--- config.mk ---
export PLATFORM = sky130hd
export DESIGN_NAME = isd_top
export DESIGN_NICKNAME = d
export VERILOG_FILES = /design/src/rtl/isd_pkg.sv /design/src/rtl/isd_top.sv /design/src/rtl/isd_ram.sv /design/src/rtl/isd_flash.sv
export SDC_FILE = /design/constraint.sdc
export NUM_CORES = 1
export LEC_CHECK = 0
export BUFFER_PORTS_ARGS = -buffer_cell sky130_fd_sc_hd__buf_4
export CAP_MARGIN = 20
export CORE_MARGIN = 2
export CORE_UTILIZATION = 60
export CTS_CLUSTER_DIAMETER = 30
export DETAILED_ROUTE_END_ITERATION = 16
export PLACE_DENSITY = 0.76
export SETUP_SLACK_MARGIN = 0.5
export SYNTH_ARGS = -nofsm -noshare
export SYNTH_HDL_FRONTEND = slang
export SYNTH_SLANG_ARGS = --single-unit
--- constraint.sdc ---
create_clock -name I_CLK -period 12.6 [get_ports I_CLK]
set_input_delay 1.89 -clock I_CLK [delete_from_list [all_inputs] [get_ports I_CLK]]
set_output_delay 1.89 -clock I_CLK [all_outputs]
set_load 0.03 [all_outputs]
--- src/rtl/isd_pkg.sv ---
// constants and types shared by the self-diagnostics supervisor
package isd_pkg;
    localparam int unsigned CLK_HZ         = 125_000_000;
    // led flash rates in hz; each rate toggles twice per period
    localparam int unsigned ROM_FLASH_HZ   = 20;
    localparam int unsigned RAM_FLASH_HZ   = 10;
    localparam int unsigned DB_FLASH_HZ    = 5;
    localparam int unsigned WARN_FLASH_HZ  = 2;
    localparam int unsigned ROM_HALF_CYC   = CLK_HZ / (2 * ROM_FLASH_HZ);
    localparam int unsigned RAM_HALF_CYC   = CLK_HZ / (2 * RAM_FLASH_HZ);
    localparam int unsigned DB_HALF_CYC    = CLK_HZ / (2 * DB_FLASH_HZ);
    localparam int unsigned WARN_HALF_CYC  = CLK_HZ / (2 * WARN_FLASH_HZ);
    // one parameter check per second
    localparam int unsigned CHECK_PERIOD_S = 1;
    localparam int unsigned CHECK_CYC      = CLK_HZ * CHECK_PERIOD_S;
    // memory geometry
    localparam int unsigned ROM_AW         = 12;
    localparam int unsigned RAM_AW         = 8;
    localparam int unsigned DB_AW          = 6;
    localparam int unsigned DB_COUNT       = 64;
    // expected program memory sum
    localparam logic [15:0] ROM_SUM_GOOD   = 16'h0000;
    // the two working memory patterns
    localparam logic [7:0]  RAM_PAT_A      = 8'h55;
    localparam logic [7:0]  RAM_PAT_B      = 8'haa;
    // residual zero limit: 5 percent of full scale 16'hffff
    localparam logic [15:0] ZERO_FULL      = 16'hffff;
    localparam logic [15:0] ZERO_LIMIT     = 16'h0ccc;
    // status codes sent to host
    localparam logic [7:0]  ST_OK          = 8'h00;
    localparam logic [7:0]  ST_MORE_DATA   = 8'h80;
    localparam logic [7:0]  ST_DB_WORK     = 8'h81;
    localparam logic [7:0]  ST_DB_BACKUP   = 8'h82;
    localparam logic [7:0]  ST_ZERO_FAIL   = 8'h83;
    localparam logic [7:0]  ST_WARN        = 8'h84;

    typedef enum logic [1:0] {ISD_LED_OFF, ISD_LED_ON, ISD_LED_FLASH} isd_led_type;

    // 8-bit checksum of a 16-bit parameter, sum of its bytes
    function automatic logic [7:0] isd_param_sum(input logic [15:0] v);
        return 8'(v[15:8] + v[7:0]);
    endfunction
endpackage

--- src/rtl/isd_top.sv ---
// self-diagnostics supervisor of a flow instrument
// What this block does
// RULE1 - after reset, test program memory once, then working memory, then run
// RULE2 - sum all program memory bytes; nonzero sum means failure
// RULE3 - checksum failure halts everything, led flashes 20 hz, alarm on
// RULE4 - after rom pass, write and read two patterns at every ram location
// RULE5 - ram mismatch halts everything, led flashes 10 hz, alarm on
// RULE6 - fatal alarm output is a steady level; only led shows the type
// RULE7 - non-fatal condition: keep running, led 2 hz, alarm follows condition
// RULE8 - check one working parameter per second against its stored checksum
// RULE9 - after clean pass, compare backups one per second, skipping dirty ones
// RULE10 - after zero command, residual above 5 percent is fatal
// RULE11 - run-time fatal: keep measuring and talking, stop control, send code
// RULE12 - after run-time fatal, refuse parameter writes and commands; the block gates commands only, it has no parameter write input
// RULE13 - unusual condition sends status code saying more data is available
// RULE14 - memory-test fatal pattern holds until next power-up reset
`timescale 1ns/1ps
`default_nettype none
module isd_top (
    input  wire logic                        I_CLK,
    input  wire logic                        I_RESET,
    output logic [isd_pkg::ROM_AW-1:0]       O_ROM_ADDR,
    input  wire logic [7:0]                  I_ROM_DATA,
    output logic [isd_pkg::DB_AW-1:0]       O_DB_ADDR,
    input  wire logic [15:0]                 I_DB_WORK,
    input  wire logic [7:0]                  I_DB_WORK_SUM,
    input  wire logic [15:0]                 I_DB_BACKUP,
    input  wire logic                        I_DB_DIRTY,
    input  wire logic                        I_ZERO_DONE,
    input  wire logic [15:0]                 I_ZERO_RESIDUAL,
    input  wire logic                        I_WARN,
    input  wire logic                        I_CMD_REQ,
    output logic                             O_CMD_ALLOW,
    output logic                             O_RUN,
    output logic                             O_COMM_EN,
    output logic                             O_CTRL_EN,
    output logic                             O_MEAS_EN,
    output logic                             O_LED,
    output logic                             O_ALARM_N_OUT,
    output logic                             O_ALARM_N_OE_N,
    output logic [7:0]                       O_STATUS,
    output logic                             O_STATUS_VALID
);
    import isd_pkg::*;

    typedef enum {S_ROM, S_ROM_LAST, S_ROM_CHECK, S_RAM_WA, S_RAM_RA, S_RAM_CA,
                  S_RAM_WB, S_RAM_RB, S_RAM_CB, S_RUN, S_ROM_FAIL, S_RAM_FAIL,
                  S_RT_FATAL} isd_state_type;

    isd_state_type        state_r;
    logic [ROM_AW-1:0]    rom_addr_r;
    logic [15:0]          rom_sum_r;
    logic [RAM_AW-1:0]    ram_addr_r;
    logic                 ram_we;
    logic [7:0]           ram_wdata;
    logic [7:0]           ram_rdata;
    logic [26:0]          sec_cnt_r;
    logic                 sec_tick;
    logic [DB_AW-1:0]     db_idx_r;
    logic                 db_backup_phase_r;
    logic                 db_err;
    logic                 zero_err;
    logic [7:0]           fatal_code_r;
    logic                 warn_s1_r;
    logic                 warn_s2_r;
    logic                 warn_s3_r;
    logic                 warn_r;
    logic                 warn_d_r;
    logic                 zero_s1_r;
    logic                 zero_s2_r;
    logic                 zero_s3_r;
    logic                 zero_pulse;
    logic                 zero_seen_r;
    logic [26:0]          half_cyc;
    logic                 flash_run;
    logic                 led_flash;
    logic                 fatal;

    // power-up sequence and fatal latching
    always_ff @(posedge I_CLK) begin
        if (I_RESET) begin
            state_r <= S_ROM;
        end else begin
            case (state_r)
                S_ROM: begin
                    if (rom_addr_r == {ROM_AW{1'b1}}) begin
                        state_r <= S_ROM_LAST; // RULE1
                    end
                end
                S_ROM_LAST: begin
                    state_r <= S_ROM_CHECK;
                end
                S_ROM_CHECK: begin
                    if (rom_sum_r != ROM_SUM_GOOD) begin
                        state_r <= S_ROM_FAIL; // RULE2
                    end else begin
                        state_r <= S_RAM_WA; // RULE4
                    end
                end
                S_RAM_WA: begin
                    state_r <= S_RAM_RA;
                end
                S_RAM_RA: begin
                    state_r <= S_RAM_CA;
                end
                S_RAM_CA: begin
                    if (ram_rdata != RAM_PAT_A) begin
                        state_r <= S_RAM_FAIL; // RULE5
                    end else begin
                        state_r <= S_RAM_WB;
                    end
                end
                S_RAM_WB: begin
                    state_r <= S_RAM_RB;
                end
                S_RAM_RB: begin
                    state_r <= S_RAM_CB;
                end
                S_RAM_CB: begin
                    if (ram_rdata != RAM_PAT_B) begin
                        state_r <= S_RAM_FAIL; // RULE5
                    end else if (ram_addr_r == {RAM_AW{1'b1}}) begin
                        state_r <= S_RUN; // RULE1
                    end else begin
                        state_r <= S_RAM_WA;
                    end
                end
                S_RUN: begin
                    if (db_err || zero_err) begin
                        state_r <= S_RT_FATAL; // RULE11
                    end
                end
                // fatal states are sticky until reset
                S_ROM_FAIL: state_r <= S_ROM_FAIL; // RULE14
                S_RAM_FAIL: state_r <= S_RAM_FAIL; // RULE14
                S_RT_FATAL: state_r <= S_RT_FATAL;
                default:    state_r <= S_ROM_FAIL;
            endcase
        end
    end

    // program memory walk and byte sum; rom data assumed valid next cycle
    always_ff @(posedge I_CLK) begin
        if (I_RESET) begin
            rom_addr_r <= '0;
            rom_sum_r  <= 16'h0;
        end else if (state_r == S_ROM || state_r == S_ROM_LAST) begin
            if (state_r == S_ROM) begin
                rom_addr_r <= rom_addr_r + 1'b1;
            end
            if (state_r == S_ROM_LAST || rom_addr_r != '0) begin
                rom_sum_r <= rom_sum_r + {8'h00, I_ROM_DATA}; // RULE2
            end
        end
    end
    assign O_ROM_ADDR = rom_addr_r; // RULE2

    // working memory address step after both patterns pass
    always_ff @(posedge I_CLK) begin
        if (I_RESET) begin
            ram_addr_r <= '0;
        end else if (state_r == S_RAM_CB && ram_rdata == RAM_PAT_B) begin
            ram_addr_r <= ram_addr_r + 1'b1;
        end
    end

    // pattern writes at one location: a then b
    always_comb begin
        ram_we    = (state_r == S_RAM_WA) || (state_r == S_RAM_WB); // RULE4
        ram_wdata = (state_r == S_RAM_WB) ? RAM_PAT_B : RAM_PAT_A;
    end

    isd_ram u_ram (
        .i_clk   (I_CLK),
        .i_we    (ram_we),
        .i_addr  (ram_addr_r),
        .i_wdata (ram_wdata),
        .o_rdata (ram_rdata)
    );

    // one-second tick for parameter checks
    always_ff @(posedge I_CLK) begin
        if (I_RESET || state_r != S_RUN) begin
            sec_cnt_r <= 27'h0;
        end else if (sec_tick) begin
            sec_cnt_r <= 27'h0;
        end else begin
            sec_cnt_r <= sec_cnt_r + 27'h1;
        end
    end
    assign sec_tick = (state_r == S_RUN) && (sec_cnt_r == 27'(CHECK_CYC - 1));

    // database walk: working pass, then backup pass, repeated
    always_ff @(posedge I_CLK) begin
        if (I_RESET) begin
            db_idx_r          <= '0;
            db_backup_phase_r <= 1'b0;
        end else if (sec_tick && !db_err) begin
            db_idx_r <= db_idx_r + 1'b1; // RULE8
            if (db_idx_r == DB_AW'(DB_COUNT - 1)) begin
                db_backup_phase_r <= ~db_backup_phase_r; // RULE9
            end
        end
    end
    assign O_DB_ADDR = db_idx_r;

    // check of the parameter under the walk; dirty backups are skipped
    always_comb begin
        db_err = 1'b0;
        if (sec_tick) begin
            if (!db_backup_phase_r) begin
                db_err = isd_param_sum(I_DB_WORK) != I_DB_WORK_SUM; // RULE8
            end else if (!I_DB_DIRTY) begin
                db_err = I_DB_BACKUP != I_DB_WORK; // RULE9
            end
        end
    end

    // zero-done and warning come from outside: three-stage synchronisers
    always_ff @(posedge I_CLK) begin
        if (I_RESET) begin
            zero_s1_r <= 1'b0;
            zero_s2_r <= 1'b0;
            zero_s3_r <= 1'b0;
            warn_s1_r <= 1'b0;
            warn_s2_r <= 1'b0;
            warn_s3_r <= 1'b0;
        end else begin
            zero_s1_r <= I_ZERO_DONE;
            zero_s2_r <= zero_s1_r;
            zero_s3_r <= zero_s2_r;
            warn_s1_r <= I_WARN;
            warn_s2_r <= warn_s1_r;
            warn_s3_r <= warn_s2_r;
        end
    end
    // rising edge once stages two and three agree high
    assign zero_pulse = zero_s2_r && zero_s3_r && !zero_seen_r;
    always_ff @(posedge I_CLK) begin
        if (I_RESET) begin
            zero_seen_r <= 1'b0;
        end else if (zero_s2_r == zero_s3_r) begin
            zero_seen_r <= zero_s3_r;
        end
    end
    // residual sampled with the zero-done level, held stable by the sensor logic
    assign zero_err = (state_r == S_RUN) && zero_pulse
                      && (I_ZERO_RESIDUAL > ZERO_LIMIT); // RULE10

    // warning level changes only when stages two and three agree
    always_ff @(posedge I_CLK) begin
        if (I_RESET) begin
            warn_r   <= 1'b0;
            warn_d_r <= 1'b0;
        end else begin
            if (warn_s2_r == warn_s3_r) begin
                warn_r <= warn_s3_r;
            end
            warn_d_r <= warn_r;
        end
    end

    // fatal code kept for the host status report
    always_ff @(posedge I_CLK) begin
        if (I_RESET) begin
            fatal_code_r <= ST_OK;
        end else if (state_r == S_RUN && db_err) begin
            fatal_code_r <= db_backup_phase_r ? ST_DB_BACKUP : ST_DB_WORK; // RULE11
        end else if (state_r == S_RUN && zero_err) begin
            fatal_code_r <= ST_ZERO_FAIL; // RULE10
        end
    end

    // status strobe: code on entering run-time fatal, more-data on warning rising edge
    always_ff @(posedge I_CLK) begin
        if (I_RESET) begin
            O_STATUS       <= ST_OK;
            O_STATUS_VALID <= 1'b0;
        end else if (state_r == S_RT_FATAL && fatal_code_r != O_STATUS) begin
            O_STATUS       <= fatal_code_r | ST_MORE_DATA; // RULE13
            O_STATUS_VALID <= 1'b1;
        end else if (state_r == S_RUN && warn_r && !warn_d_r) begin
            O_STATUS       <= ST_WARN | ST_MORE_DATA; // RULE13
            O_STATUS_VALID <= 1'b1;
        end else begin
            O_STATUS_VALID <= 1'b0;
        end
    end

    // flash rate chosen by condition; fatal memory cases take priority
    always_comb begin
        flash_run = 1'b1;
        case (state_r)
            S_ROM_FAIL: half_cyc = 27'(ROM_HALF_CYC); // RULE3
            S_RAM_FAIL: half_cyc = 27'(RAM_HALF_CYC); // RULE5
            S_RT_FATAL: half_cyc = 27'(DB_HALF_CYC);
            default: begin
                half_cyc  = 27'(WARN_HALF_CYC); // RULE7
                flash_run = (state_r == S_RUN) && warn_r;
            end
        endcase
    end

    isd_flash u_flash (
        .i_clk      (I_CLK),
        .i_reset    (I_RESET),
        .i_half_cyc (half_cyc),
        .i_run      (flash_run),
        .o_led      (led_flash)
    );

    assign fatal = (state_r == S_ROM_FAIL) || (state_r == S_RAM_FAIL)
                   || (state_r == S_RT_FATAL) || db_err || zero_err; // RULE6

    // outputs registered; alarm open drain pulls low while active
    always_ff @(posedge I_CLK) begin
        if (I_RESET) begin
            O_LED          <= 1'b0;
            O_ALARM_N_OUT  <= 1'b0;
            O_ALARM_N_OE_N <= 1'b1;
            O_RUN          <= 1'b0;
            O_COMM_EN      <= 1'b0;
            O_CTRL_EN      <= 1'b0;
            O_MEAS_EN      <= 1'b0;
            O_CMD_ALLOW    <= 1'b0;
        end else begin
            O_LED          <= led_flash;
            O_ALARM_N_OUT  <= 1'b0;
            // steady level, not flashed, for fatal; follows warning otherwise
            O_ALARM_N_OE_N <= !(fatal || (state_r == S_RUN && warn_r)); // RULE6 RULE7
            O_RUN          <= (state_r == S_RUN);
            // memory faults silence the link; run-time faults keep it
            O_COMM_EN      <= (state_r == S_RUN) || (state_r == S_RT_FATAL); // RULE3 RULE5 RULE11
            O_CTRL_EN      <= (state_r == S_RUN) && !db_err && !zero_err; // RULE11
            O_MEAS_EN      <= (state_r == S_RUN) || (state_r == S_RT_FATAL); // RULE11
            O_CMD_ALLOW    <= (state_r == S_RUN) && I_CMD_REQ && !db_err && !zero_err; // RULE12
        end
    end
endmodule // isd_top
`default_nettype wire

--- src/rtl/isd_ram.sv ---
// working memory under test: single port, registered read data
`timescale 1ns/1ps
`default_nettype none
module isd_ram (
    input  wire logic                     i_clk,
    input  wire logic                     i_we,
    input  wire logic [isd_pkg::RAM_AW-1:0] i_addr,
    input  wire logic [7:0]               i_wdata,
    output logic      [7:0]               o_rdata
);
    import isd_pkg::*;
    logic [7:0] mem [0:(1<<RAM_AW)-1];

    // read first, registered: a write cycle returns the old word
    always_ff @(posedge i_clk) begin
        if (i_we) begin
            mem[i_addr] <= i_wdata;
        end
        o_rdata <= mem[i_addr];
    end
endmodule // isd_ram
`default_nettype wire

--- src/rtl/isd_flash.sv ---
// led flash generator with selectable half period
`timescale 1ns/1ps
`default_nettype none
module isd_flash (
    input  wire logic        i_clk,
    input  wire logic        i_reset,
    input  wire logic [26:0] i_half_cyc,
    input  wire logic        i_run,
    output logic             o_led
);
    import isd_pkg::*;
    logic [26:0] cnt_r;

    // free count; led toggles at each half period
    always_ff @(posedge i_clk) begin
        if (i_reset || !i_run) begin
            cnt_r <= 27'h0;
            o_led <= 1'b0;
        end else if (cnt_r >= i_half_cyc - 27'h1) begin
            cnt_r <= 27'h0;
            o_led <= ~o_led;
        end else begin
            cnt_r <= cnt_r + 27'h1;
        end
    end
endmodule // isd_flash
`default_nettype wire

After elaboration in Yosys (flattened, before gate mapping)
Memories as Yosys holds them, arrays and structs flattened. A register that Yosys moved wholly into a read port is not among the register bits.
Cells that the tools add are included.

storage, ports and cells
  bits in writable memories = 2048
  register bits after elaboration = 162
  word-level logic and storage cells = 145
  output and inout bits = 35
  input bits = 70
  memories = 1

memory list
  name       words  bits a word  read ports  clocked after Yosys merged registers in  write ports  RTL line       RTL
  u_ram.mem  256    8            1           1                                        1            isd_ram.sv:12  logic [7:0] mem [0:(1<<RAM_AW)-1];

operators by class
  muxes and demuxes = 22
  reductions and logical operators = 48
  order comparisons = 2
  bitwise gates (word level) = 2
  add/sub/neg operators = 8
  eq/ne operators = 35

operators with widths
  operator                                                         count
  case mux 32 bit (12 select lines)                                1
  equality test 32 x 4 -> 1 bit, second input constant             6
  equality test 32 x 3 -> 1 bit, second input constant             5
  equality test 32 x 5 -> 1 bit, second input constant             5
  equality test 32 x 2 -> 1 bit, second input constant             3
  case mux 25 bit (3 select lines)                                 1
  zero test 32 bit                                                 2
  two-way mux 32 bit                                               2
  adder 27 x 1 -> 27 bit, second input constant                    2
  two-way mux 8 bit                                                5
  equality test 32 x 1 -> 1 bit, second input constant             1
  inequality test 32 x 5 -> 1 bit, second input constant           1
  equality test 27 bit, second input constant                      1
  greater-or-equal comparator 27 bit                               1
  subtractor 25 x 1 -> 26 bit, second input constant               1
  logical AND 1 bit                                                17
  adder 16 x 8 -> 16 bit                                           1
  equality test 8 bit, second input constant                       2
  greater-than comparator 16 x 12 -> 1 bit, second input constant  1
  two-way mux 4 bit                                                4
  inequality test 16 bit                                           1
  inequality test 8 bit                                            2
  nonzero test 16 bit                                              1
  adder 12 x 1 -> 12 bit, second input constant                    1
  other kinds (19)                                                 50

Longest topological paths before layout
Gate-level depths: netlist of run 1.

  word-level depth = 8
  mapped depth = 17
  mapped depth without buffers = 15

By module
From an unflattened synthesis of run 1, not the netlist that was laid out.

unflattened totals
  cell total of the unflattened synthesis = 4429
  area total of the unflattened synthesis = 85998.7 µm²

by module, submodules not included
  module     cells an instance  area each (µm²)  times used  sequential area each (µm²)
  isd_ram    3547               78492.8          1           61659.1
  isd_top    614                5243.8           1           1941.9
  isd_flash  268                2262.2           1           560.5

Least setup slack after synthesis of run 1
Ideal clock, no wire load.

  path kind = register to register
  start point = register state_r[2]
  end point = memory u_ram.mem[0][5] (data pin)
  library setup time = 707 ps
  cell stages (with the launch flop) = 5
  path buffers = 2
  data required time = 11893 ps
  clock period less this slack = 9410 ps
  path slack = 3190 ps
  arrival time = 8703 ps
  cell sequence = dfxtp_1 clkbuf_1 clkbuf_1 nand3_1 inv_1

between the ends
  word-level cells in the longest chain between the ends = 2

RTL lines
  element                        RTL line        RTL
  start, declared                isd_top.sv:50   isd_state_type state_r;
  start signal, assigned         isd_top.sv:82   state_r <= S_ROM;
  start signal, assigned         isd_top.sv:87   state_r <= S_ROM_LAST;
  start signal, assigned         isd_top.sv:91   state_r <= S_ROM_CHECK;
  equality test 32 x 4 -> 1 bit  isd_top.sv:170  ram_wdata = (state_r == S_RAM_WB) ? RAM_PAT_B : RAM_PAT_A;
  two-way mux 8 bit              isd_top.sv:170
  end, declared                  isd_ram.sv:12

No other way between the ends.

Final worst setup path of run 1
  start point = register state_r[1]
  end point = register u_flash.cnt_r[25]

between the ends
  word-level cells in the longest chain between the ends = 6
  elaborated cells on any way between the ends = 13
  classes of those cells = add/sub (1); order compare (1); eq/ne (4); mux (2); reduce/logical (5)

RTL lines
  element                                                                     RTL line         RTL
  branches (longest 5 deep; another with greater-or-equal comparator 27 bit)  -
  OR reduction 2 bit (no source line) (*)                                     -
  end signal, assigned                                                        isd_flash.sv:23  cnt_r <= cnt_r + 27'h1;
  end, declared                                                               isd_flash.sv:12  logic [26:0] cnt_r;

Every way passes the cells marked *.
A chain may end at the register's enable or synchronous reset.

==> flow_summary.yaml, run 1 <==
outcome:
  status: "finished clean"
clock_tree:
  worstSkewPairLatency_ns: 0.66
  cts_root_buf: "clkbuf_16"
  path_clk_slew_ns: 0.05
  numCtsBuffers: 112
  cts_buffer_depth: 3
  post_cts_buffers: 0
  cts_sinks: 639
  htree_levels: 3
  ctsResizeCount: 0
  ctsHoldBuffers: 0
  cts_tree: "built"
synthesis:
  ys_ff_latch: 639
  synth_top_cell_by_area: "edfxtp_1"
  synth_ff_type: "edfxtp_1"
  synth.area.top_cells: "edfxtp_1 55%, mux4_2 12%, dfxtp_1 9.1%, nor2_1 5.3%, ha_1 2.1%"
  yosysMostFrequentCell: "edfxtp_1"
  synth_edf_count: 512
  syn_avg_cell_area_um2: 14.4
  ys_types: 67
  ys_async_sr_fraction_pct: 0
  yosys_warnings: 0
  ys_seq_area_share_pct: 64.5
  yosys-top-cells-count: "512 x edfxtp_1, 390 x nor2_1, 149 x mux4_2, 127 x dfxtp_1, 76 x nand2_1"
  netlist.area_leader.share_pct: 55.3
  synthesis.area_um2: 27800
  synthCells: 1929
min_path:
  hold_path_class: "flop to flop"
  whs_path_depth: 1
  min_from: "u_flash.cnt_r[0]"
  min_to: "u_flash.cnt_r[0]"
routing:
  postRouteAntennaNets: 0
  first_pass_iters: 5
  drt_iter0_drc: 1939
  drc: 0
  vias_per_cell: 6.22
  vias: 17100
  postRouteWirelength_mm: 66.1
  wl_per_cell_um: 24.0
finish:
  fin_area_um2: 33000
  n_antenna_cell: 0
  nNetsFinal: 2178
  syn2layout_area_growth_pct: 18.9
  multi_input_area_um2: 9260
  final_util_pct: 72.5
  nFillCells: 2792
  ff_latch_area_um2: 17900
  drive_gt1_share_pct: 22.5
placed_design:
  dpl_cell_area_um2: 29000
  dp_hpwl_mm: 35.8
  gp_congestion: 0.815
  io_buffers: 99
global_route:
  grt_use_total_pct: 27.6
  gr-total-overflow: 0
  antenna_found_initial: 0
  grt_pass1_wl_mm: 99.7
  grt_pass1_vias: 17600
  grt_max_degree: 167
critical_path:
  cp_common_cell: "nor2_1"
  r2r_slack_ns: 8.35
  critPathKind: "flop to flop"
  path_cells: "nor2b_1 -> nor2_1 -> nor2_1 -> inv_1 -> nor2_1 -> ha_1 -> nand2_1 -> ha_1 -> or3_1 -> a221oi_1 -> o31ai_1 -> a221oi_1 -> o21a_1 -> o211ai_1 -> buf_4 -> nor4_1"
  crit_fanout: 26
  crit_arrival_ns: 4.78
  start_kind: "flop"
  crit_slowest_cell: "dfxtp_1"
  max_stage_delay_ns: 0.69
  worstReg2RegEnd: "u_flash.cnt_r[25]"
  r2r_start: "state_r[1]"
  end_kind: "flop"
  r2r_cells: 16
  required_ns: 13.13
floorplan:
  die_w_um: 219
  rows: 78
  dieHeight_um: 219
  start_util_pct: 61.0
  io_pins: 105
  die-area_um2: 48100
  core_um2: 45600
timing:
  clock.fmax_mhz: 235
  hold_violations: 0
  fin_crit_sh_pct: 33.8
  report.final.slew_viol_count: 0
  clock_skew_ns: 0.0342
  slew-limit-headroom_pct: 21.2
  rsz0062_at_grt: "false"
  finalCriticalPeriod_ns: 4.25
  finalSetupViolCount: 0
  tightestPinTransition_ns: 1.18
  tns_ns: 0
power_and_ir_drop:
  irDropWorstVdd_mv: 0.123
  power_leakage_uw: 0.0109
  powerDensity_nw_per_um2: 171
flow_run:
  maxCapViolCount: 0
flip-flops by register name, indices dropped and copies added, names as in the netlist, 2 cells and up:
signal and cells:
u_ram.mem 512, rom_sum_r 16, ram_addr_r 8, O_STATUS 4, state_r 4, u_flash.cnt_r 27
u_ram.o_rdata 2, sec_cnt_r 27, O_ROM_ADDR 12, O_DB_ADDR 6, fatal_code_r 3
worst max-delay path by stage:
stage / end / depth (start not counted) / slack [ns] / startpoint
after floorplan: u_ram.mem[0][5] / 4 / 3.19 / state_r[2]
final: u_flash.cnt_r[25] / 16 / 8.35 / state_r[1]
after global placement: fatal_code_r[7] / 10 / 8.06 / I_DB_WORK[0]
after global routing: u_flash.cnt_r[25] / 16 / 7.95 / state_r[1]
after detailed placement: fatal_code_r[7] / 10 / 8.03 / I_DB_WORK[0]
after CTS: u_flash.cnt_r[25] / 16 / 8.36 / state_r[1]
placed cells by master (no fill, tap or decap), types with 12 or more instances in the layout:
cell type	instances
nand4_1	28
nand3_1	37
xor2_1	65
buf_4	111
a211oi_1	13
mux4_2	149
and3_1	17
edfxtp_1	512
nand2_1	76
nor2_1	390
nor2b_1	31
xnor2_1	43
nor4_1	18
dfxtp_1	124
clkbuf_16	113
nor3_1	21
a21oi_1	33
bufinv_16	14
and2_1	12
inv_6	27
inv_1	33
mux2i_1	31
o21ai_0	17
ha_1	46
per-stage QoR:
stage	hold slack, ns	std cells	power [µW]	worst slack [ns]
floorplan	0.413	1935	2530	3.19
global placement	0.424	2538	2590	8.06
detailed placement	0.433	2539	2600	8.03
CTS	0.440	2750	5670	8.36
global route	0.467	2757	5800	7.95
finish	0.438	2757	5650	8.35
power breakdown:
group	total, µW	switching, µW	internal [µW]
Sequential	2300	30.7	2270
Clock	3080	1110	1970
Combinational	264	147	117
worst max-delay path, delay by kind of cell (launching register included):
kind                     cells  cell delay [ns]
flip-flops                   1             0.69
adder cells (fa/ha/maj)      2             0.46
AO/OA/AOI/OAI                5             0.98
buffers and inverters        2             0.39
AND/OR/NAND/NOR              7             1.62
cell families (layout without fill, tap and decap cells):
family                   Yosys count  after routing  share of synthesized area, %
buffers and inverters            144            366                          2.34
XOR/XNOR                         108            108                          3.40
multiplexers                     184            184                          13.4
AND/OR/NAND/NOR                  677            677                          11.0
other                              1              7                        0.0135
flip-flops                       639            639                          64.5
AO/OA/AOI/OAI                    128            128                          3.17
adder cells (fa/ha/maj)           48             48                          2.22
per-layer routing:
layer | part of all wire (%) | vias up | track usage [%]
met5 | 0 | - | 0
met2 | 51 | 856 | 47.3
li1 | - | 7554 | -
met3 | 8.2 | 147 | 5.99
met1 | 38 | 8581 | 34.9
met4 | 3.0 | 0 | 9.64
area by class of cell:
cell class	instances	share of cell area (%)
clock inverters	90	3.13
well taps	600	2.27
flip-flops and latches	639	54.3
inverters	35	0.413
clock buffers	121	8.71
repair buffers	120	3.17
multi-input cells	1152	28.0
Power figures use the tool's default switching activity.
==> run 2, diff against run 1 <==
Settings changed: CORE_UTILIZATION 60 to 56, PLACE_DENSITY 0.76 to 0.74.
Clock period 12.6 ns to 3.9 ns, I/O delays scaled along.
==> run 2 against run 1 <==
  * Power grew to 3.3 times the previous value
  * Wire length is 3.1% lower
  * Setup slack lost 7.8 ns
  * Sequential share of layout area down 0.90 points
  * Final area rose by 1.7%
  * Clock power grew to 3.3 times the previous value
  * Final cell count is 4.1% higher
  * Critical endpoint is now u_flash.cnt_r[16]
  * Sequential power rose to 3.2 times the previous value
  * Maximum frequency rose by 29%
  * Highest routed layer unchanged
==> flow_summary.yaml, run 2 (synthesis gave the netlist of run 1 again) <==
routing:
  first_pass_iters: 5
  drt_iter0_drc: 1720
  postRouteWirelength_mm: 64.1
  wl_per_cell_um: 22.3
  vias: 17200
  vias_per_cell: 5.98
  drc: 0
  postRouteAntennaNets: 0
clock_tree:
  cts_tree: "built"
  path_clk_slew_ns: 0.05
  numCtsBuffers: 115
  htree_levels: 3
  cts_sinks: 639
  cts_buffer_depth: 3
  worstSkewPairLatency_ns: 0.67
  cts_root_buf: "clkbuf_16"
placed_design:
  gp_congestion: 0.853
  io_buffers: 99
  dp_hpwl_mm: 37.7
critical_path:
  crit_buf_inv: 2
  required_ns: 4.43
  crit_family: "compound AO/OA/AOI/OAI gates"
  crit_slowest_cell: "o211ai_1"
  end_kind: "flop"
  crit_fanout: 7
  max_stage_delay_ns: 0.47
  start_kind: "flop"
  crit_arrival_ns: 3.84
  critPathKind: "flop to flop"
  path_cells: "nor2b_4 -> and2_4 -> nand2_1 -> inv_2 -> nor2_4 -> ha_4 -> a21o_1 -> ha_1 -> nand4_1 -> nor3_2 -> a311oi_1 -> o21ba_2 -> o21a_1 -> o211ai_1 -> buf_4 -> nor2_1"
timing:
  fin_crit_sh_pct: 84.8
  slew-limit-headroom_pct: 12.6
  report.final.slew_viol_count: 0
  rsz0062_at_grt: "false"
  hold_violations: 0
  holdWs_ns: 0.177
  finalSetupViolCount: 0
  clock_skew_ns: 0.0349
  tightestPinTransition_ns: 1.31
  clock.fmax_mhz: 302
  finalCriticalPeriod_ns: 3.31
power_and_ir_drop:
  powerDensity_nw_per_um2: 552
  power_leakage_uw: 0.0111
  irDropWorstVdd_mv: 0.514
global_route:
  gr-total-overflow: 0
  grt_pass1_wl_mm: 98.8
  grt_use_total_pct: 25.5
  grt_pass1_vias: 17500
  antenna_found_initial: 0
  grt_max_degree: 257
floorplan:
  core_um2: 49000
  start_util_pct: 56.8
  rows: 81
  dieHeight_um: 227
  die-area_um2: 51400
  io_pins: 105
  die_w_um: 227
min_path:
  hold_path_class: "input port to flop"
finish:
  reg.largest.list: "u_ram.mem: 512 flops, sec_cnt_r: 27 flops, u_flash.cnt_r: 27 flops"
  nNetsFinal: 2224
  final_common_cell: "edfxtp_1"
  regMostFlops: "u_ram.mem"
  final_util_pct: 68.6
  n_antenna_cell: 0
  layout_common_cells: "512 x edfxtp_1, 386 x nor2_1, 155 x buf_4"
  largest_reg_flops: 512
  nFillCells: 3246
  drive_gt1_share_pct: 24.7
  syn2layout_area_growth_pct: 20.9
flow_run:
  maxCapViolCount: 0
outcome:
  status: "finished clean"
## run 2: power by group
| part | internal [µW] | switching [µW] |
|---|---|---|
| combinational | 396 | 512 |
| clock | 6710 | 3510 |
| sequential | 7340 | 71.3 |
| total | 14500 | 4090 |
## run 2: worst paths after layout
kind / from / to / slack (ns) / cells after the start
max: state_r[1] / u_flash.cnt_r[16] / 0.59 / 16
min: I_CMD_REQ / O_CMD_ALLOW / 0.18 / 2
min reg2reg: u_flash.cnt_r[0] / u_flash.cnt_r[0] / 0.43 / 1
max reg2reg: state_r[1] / u_flash.cnt_r[16] / 0.59 / 16
## run 2: cell type report
class | instances | area, µm² | area share (%)
sequential | 639 | 17900 | 53.4
multi-input combinational | 1152 | 9330 | 27.8
tap | 664 | 831 | 2.47
clock buffer | 129 | 2970 | 8.85
timing repair buffer | 163 | 1320 | 3.94
inverter | 35 | 136 | 0.406
clock inverter | 88 | 1070 | 3.19
## run 2: through the flow
stage / instance area, µm² / setup WS [ns] / cells / total power (µW) / setup TNS, ns
final: 33600 / 0.593 / 2870 / 18500 / 0
after floorplan: 27900 / -1.90 / 1935 / 8190 / -485.17
after CTS: 33500 / 0.512 / 2865 / 18600 / 0
after global routing: 33600 / 0.471 / 2870 / 19100 / 0
after global placement: 29400 / 0.415 / 2646 / 8390 / 0
after detailed placement: 29400 / 0.287 / 2646 / 8420 / 0
## run 2: what timing repair did
item | 4_1_cts | 5_1_grt
setup endpoints to repair | 27 | 27
gates cloned | 0 | 2
hold buffers | 0 | 0
setup buffers | 2 | 3
pin swaps | 2 | 6
resized for setup | 5 | 17
endpoints found under the hold margin | 0 | 0
## run 2: per-layer routing
| metal | vias to the layer above | GRT usage, % | wire, µm |
|---|---|---|---|
| li1 | 7636 | - | - |
| met1 | 8618 | 33.4 | 25300 |
| met2 | 775 | 42.0 | 31500 |
| met3 | 143 | 5.53 | 5340 |
| met4 | 0 | 9.55 | 1940 |
| met5 | - | 0 | 0 |
==> run 3, diff against run 2 <==
Settings changed: CORE_UTILIZATION 56 to 60, PLACE_DENSITY 0.74 to 0.76.
Clock period 3.9 ns to 3.3 ns, I/O delays scaled along.
==> run 3 against run 2 <==
  * First-iteration DRC count is 5.8% higher
  * Die area down 6.6%
  * Utilization grew 7.3 points
  * Non-clock buffer count rose by 63
  * Setup slack lost 0.36 ns
  * Sequential power grew 18%
  * Clock power is 21% higher
  * Count of clock-buffer cells in the layout rose by 2
  * Critical path type unchanged
  * Largest cell class unchanged
  * Highest routed layer unchanged
==> flow_summary.yaml, run 3 (synthesis gave the netlist of run 1 again) <==
routing:
  dr_wl_met3_mm: 6.13
  top_layer_used: "met4"
  first_pass_iters: 5
  met2WireLength_mm: 36.0
  vias: 18100
  wl_met1_mm: 25.4
  drt_iter0_drc: 1820
  drc: 0
  postRouteAntennaNets: 0
  wl_per_cell_um: 24.6
  postRouteWirelength_mm: 70.6
  vias_per_cell: 6.30
clock_tree:
  cts_tree: "built"
  numCtsBuffers: 115
  cts_buffer_depth: 3
  htree_levels: 3
  cts_sinks: 639
  path_clk_slew_ns: 0.05
  worstSkewPairLatency_ns: 0.67
  cts_root_buf: "clkbuf_16"
timing:
  clock.fmax_mhz: 326
  tns_ns: 0
  clock_skew_ns: 0.0448
  hold_violations: 0
  finalSetupViolCount: 0
  tightestPinTransition_ns: 1.10
  fin_crit_sh_pct: 93.0
  finalCriticalPeriod_ns: 3.07
  slew-limit-headroom_pct: 26.6
  report.final.slew_viol_count: 0
  rsz0062_at_grt: "true"
power_and_ir_drop:
  swShare_pct: 21.8
  power_frac_seq_pct: 39.4
  p_sw_uw: 4830
  p_int_uw: 17400
  power_leakage_uw: 0.0116
  powerDensity_nw_per_um2: 642
  combPwrFrac_pct: 5.0
  irDropWorstVdd_mv: 0.600
  clkPwrFrac_pct: 55.6
min_path:
  hold_path_class: "input port to flop"
  whs_path_depth: 2
  min_from: "I_ZERO_DONE"
  min_to: "zero_s1_r"
finish:
  layout_common_cells: "512 x edfxtp_1, 366 x nor2_1, 191 x buf_4"
  n_antenna_cell: 0
  regMostFlops: "u_ram.mem"
  largest_reg_flops: 512
  final_common_cell: "edfxtp_1"
  syn2layout_area_growth_pct: 24.5
  fin_area_um2: 34600
  reg.largest.list: "u_ram.mem: 512 flops, sec_cnt_r: 27 flops, u_flash.cnt_r: 27 flops"
  nNetsFinal: 2287
  drive_gt1_share_pct: 28.7
floorplan:
  io_pins: 105
  rows: 78
  die-area_um2: 48100
  dieHeight_um: 219
  die_w_um: 219
  start_util_pct: 61.0
  core_um2: 45600
critical_path:
  crit_arrival_ns: 3.67
  required_ns: 3.90
  critPathKind: "flop to flop"
  r2r_slack_ns: 0.23
  r2r_start: "state_r[1]"
  worstReg2RegEnd: "u_flash.cnt_r[0]"
  start_kind: "flop"
  end_kind: "flop"
  r2r_cells: 17
  crit_fanout: 6
global_route:
  grt_use_total_pct: 29.2
  gr-total-overflow: 0
  antenna_found_initial: 0
  grt_max_degree: 257
  grt_pass1_wl_mm: 105
  grt_pass1_vias: 18500
outcome:
  status: "finished clean"
placed_design:
  gp_congestion: 0.849
  dp_hpwl_mm: 38.9
  dpl_cell_area_um2: 29600
  io_buffers: 99
flow_run:
  maxCapViolCount: 0
-- run 3: cell type report --
cell class	instances	area [µm²]
clock buffer	131	3000
tap	600	751
inverter	35	136
fill	2576	11000
multi-input combinational	1152	9540
timing repair buffer	226	2130
clock inverter	84	1110
sequential	639	17900
-- run 3: per-layer routing --
metal	track usage (%)	vias to the layer above
li1	-	7758
met1	36.3	9055
met2	49.6	1031
met3	5.82	222
met4	13.2	0
met5	0	-
-- run 3: how the worst max path moves through the flow --
stage	startpoint	to
after global routing	state_r[0]	u_flash.cnt_r[0]
after global placement	state_r[2]	u_flash.cnt_r[6]
after detailed placement	state_r[2]	u_flash.cnt_r[6]
final	state_r[1]	u_flash.cnt_r[0]
after floorplan	state_r[0]	u_ram.mem[0][5]
after CTS	state_r[2]	u_flash.cnt_r[14]
-- run 3: critical path, stage by stage, from the launching register on --
cell      delay (ns)
dfxtp_4         0.36
nor2b_4         0.18
nor2_2          0.07
nor2_2          0.14
inv_2           0.06
nor2_4          0.11
ha_4            0.18
nand2_4         0.05
ha_4            0.15
or3_4           0.34
a221oi_4        0.22
o31ai_2         0.13
a221oi_2        0.34
o21a_1          0.15
o211ai_1        0.09
buf_4           0.21
buf_8           0.14
nor2_4          0.09
-- run 3: what timing repair did --
item | in CTS | in global routing
cloned | 6 | 3
resized for setup | 41 | 46
hold buffers | 0 | 0
endpoints found under the setup margin | 29 | 52
buffers inserted | 21 | 21
pin swaps | 30 | 13
-- run 3: per-stage QoR --
step	utilization, %	total power (µW)	instances	hold WS [ns]	setup slack [ns]
CTS	75.0	22200	2843	0.0327	0.303
floorplan	-	9690	1935	0.413	-2.49
global placement	64.9	9930	2601	0.420	0.0218
global route	75.9	22800	2867	0.0454	0.0887
finish	75.9	22200	2867	0.0624	0.232
detailed placement	64.9	9960	2601	0.439	-0.0729
-- run 3: power groups by stage --
stage	clock [µW]	sequential, µW	combinational (µW)
3_3_place_gp	0	8900	1030
3_5_place_dp	0	8900	1060
4_1_cts	12400	8750	1090
2_1_floorplan	0	8910	780
6_report	12300	8750	1110
5_1_grt	12800	8760	1230
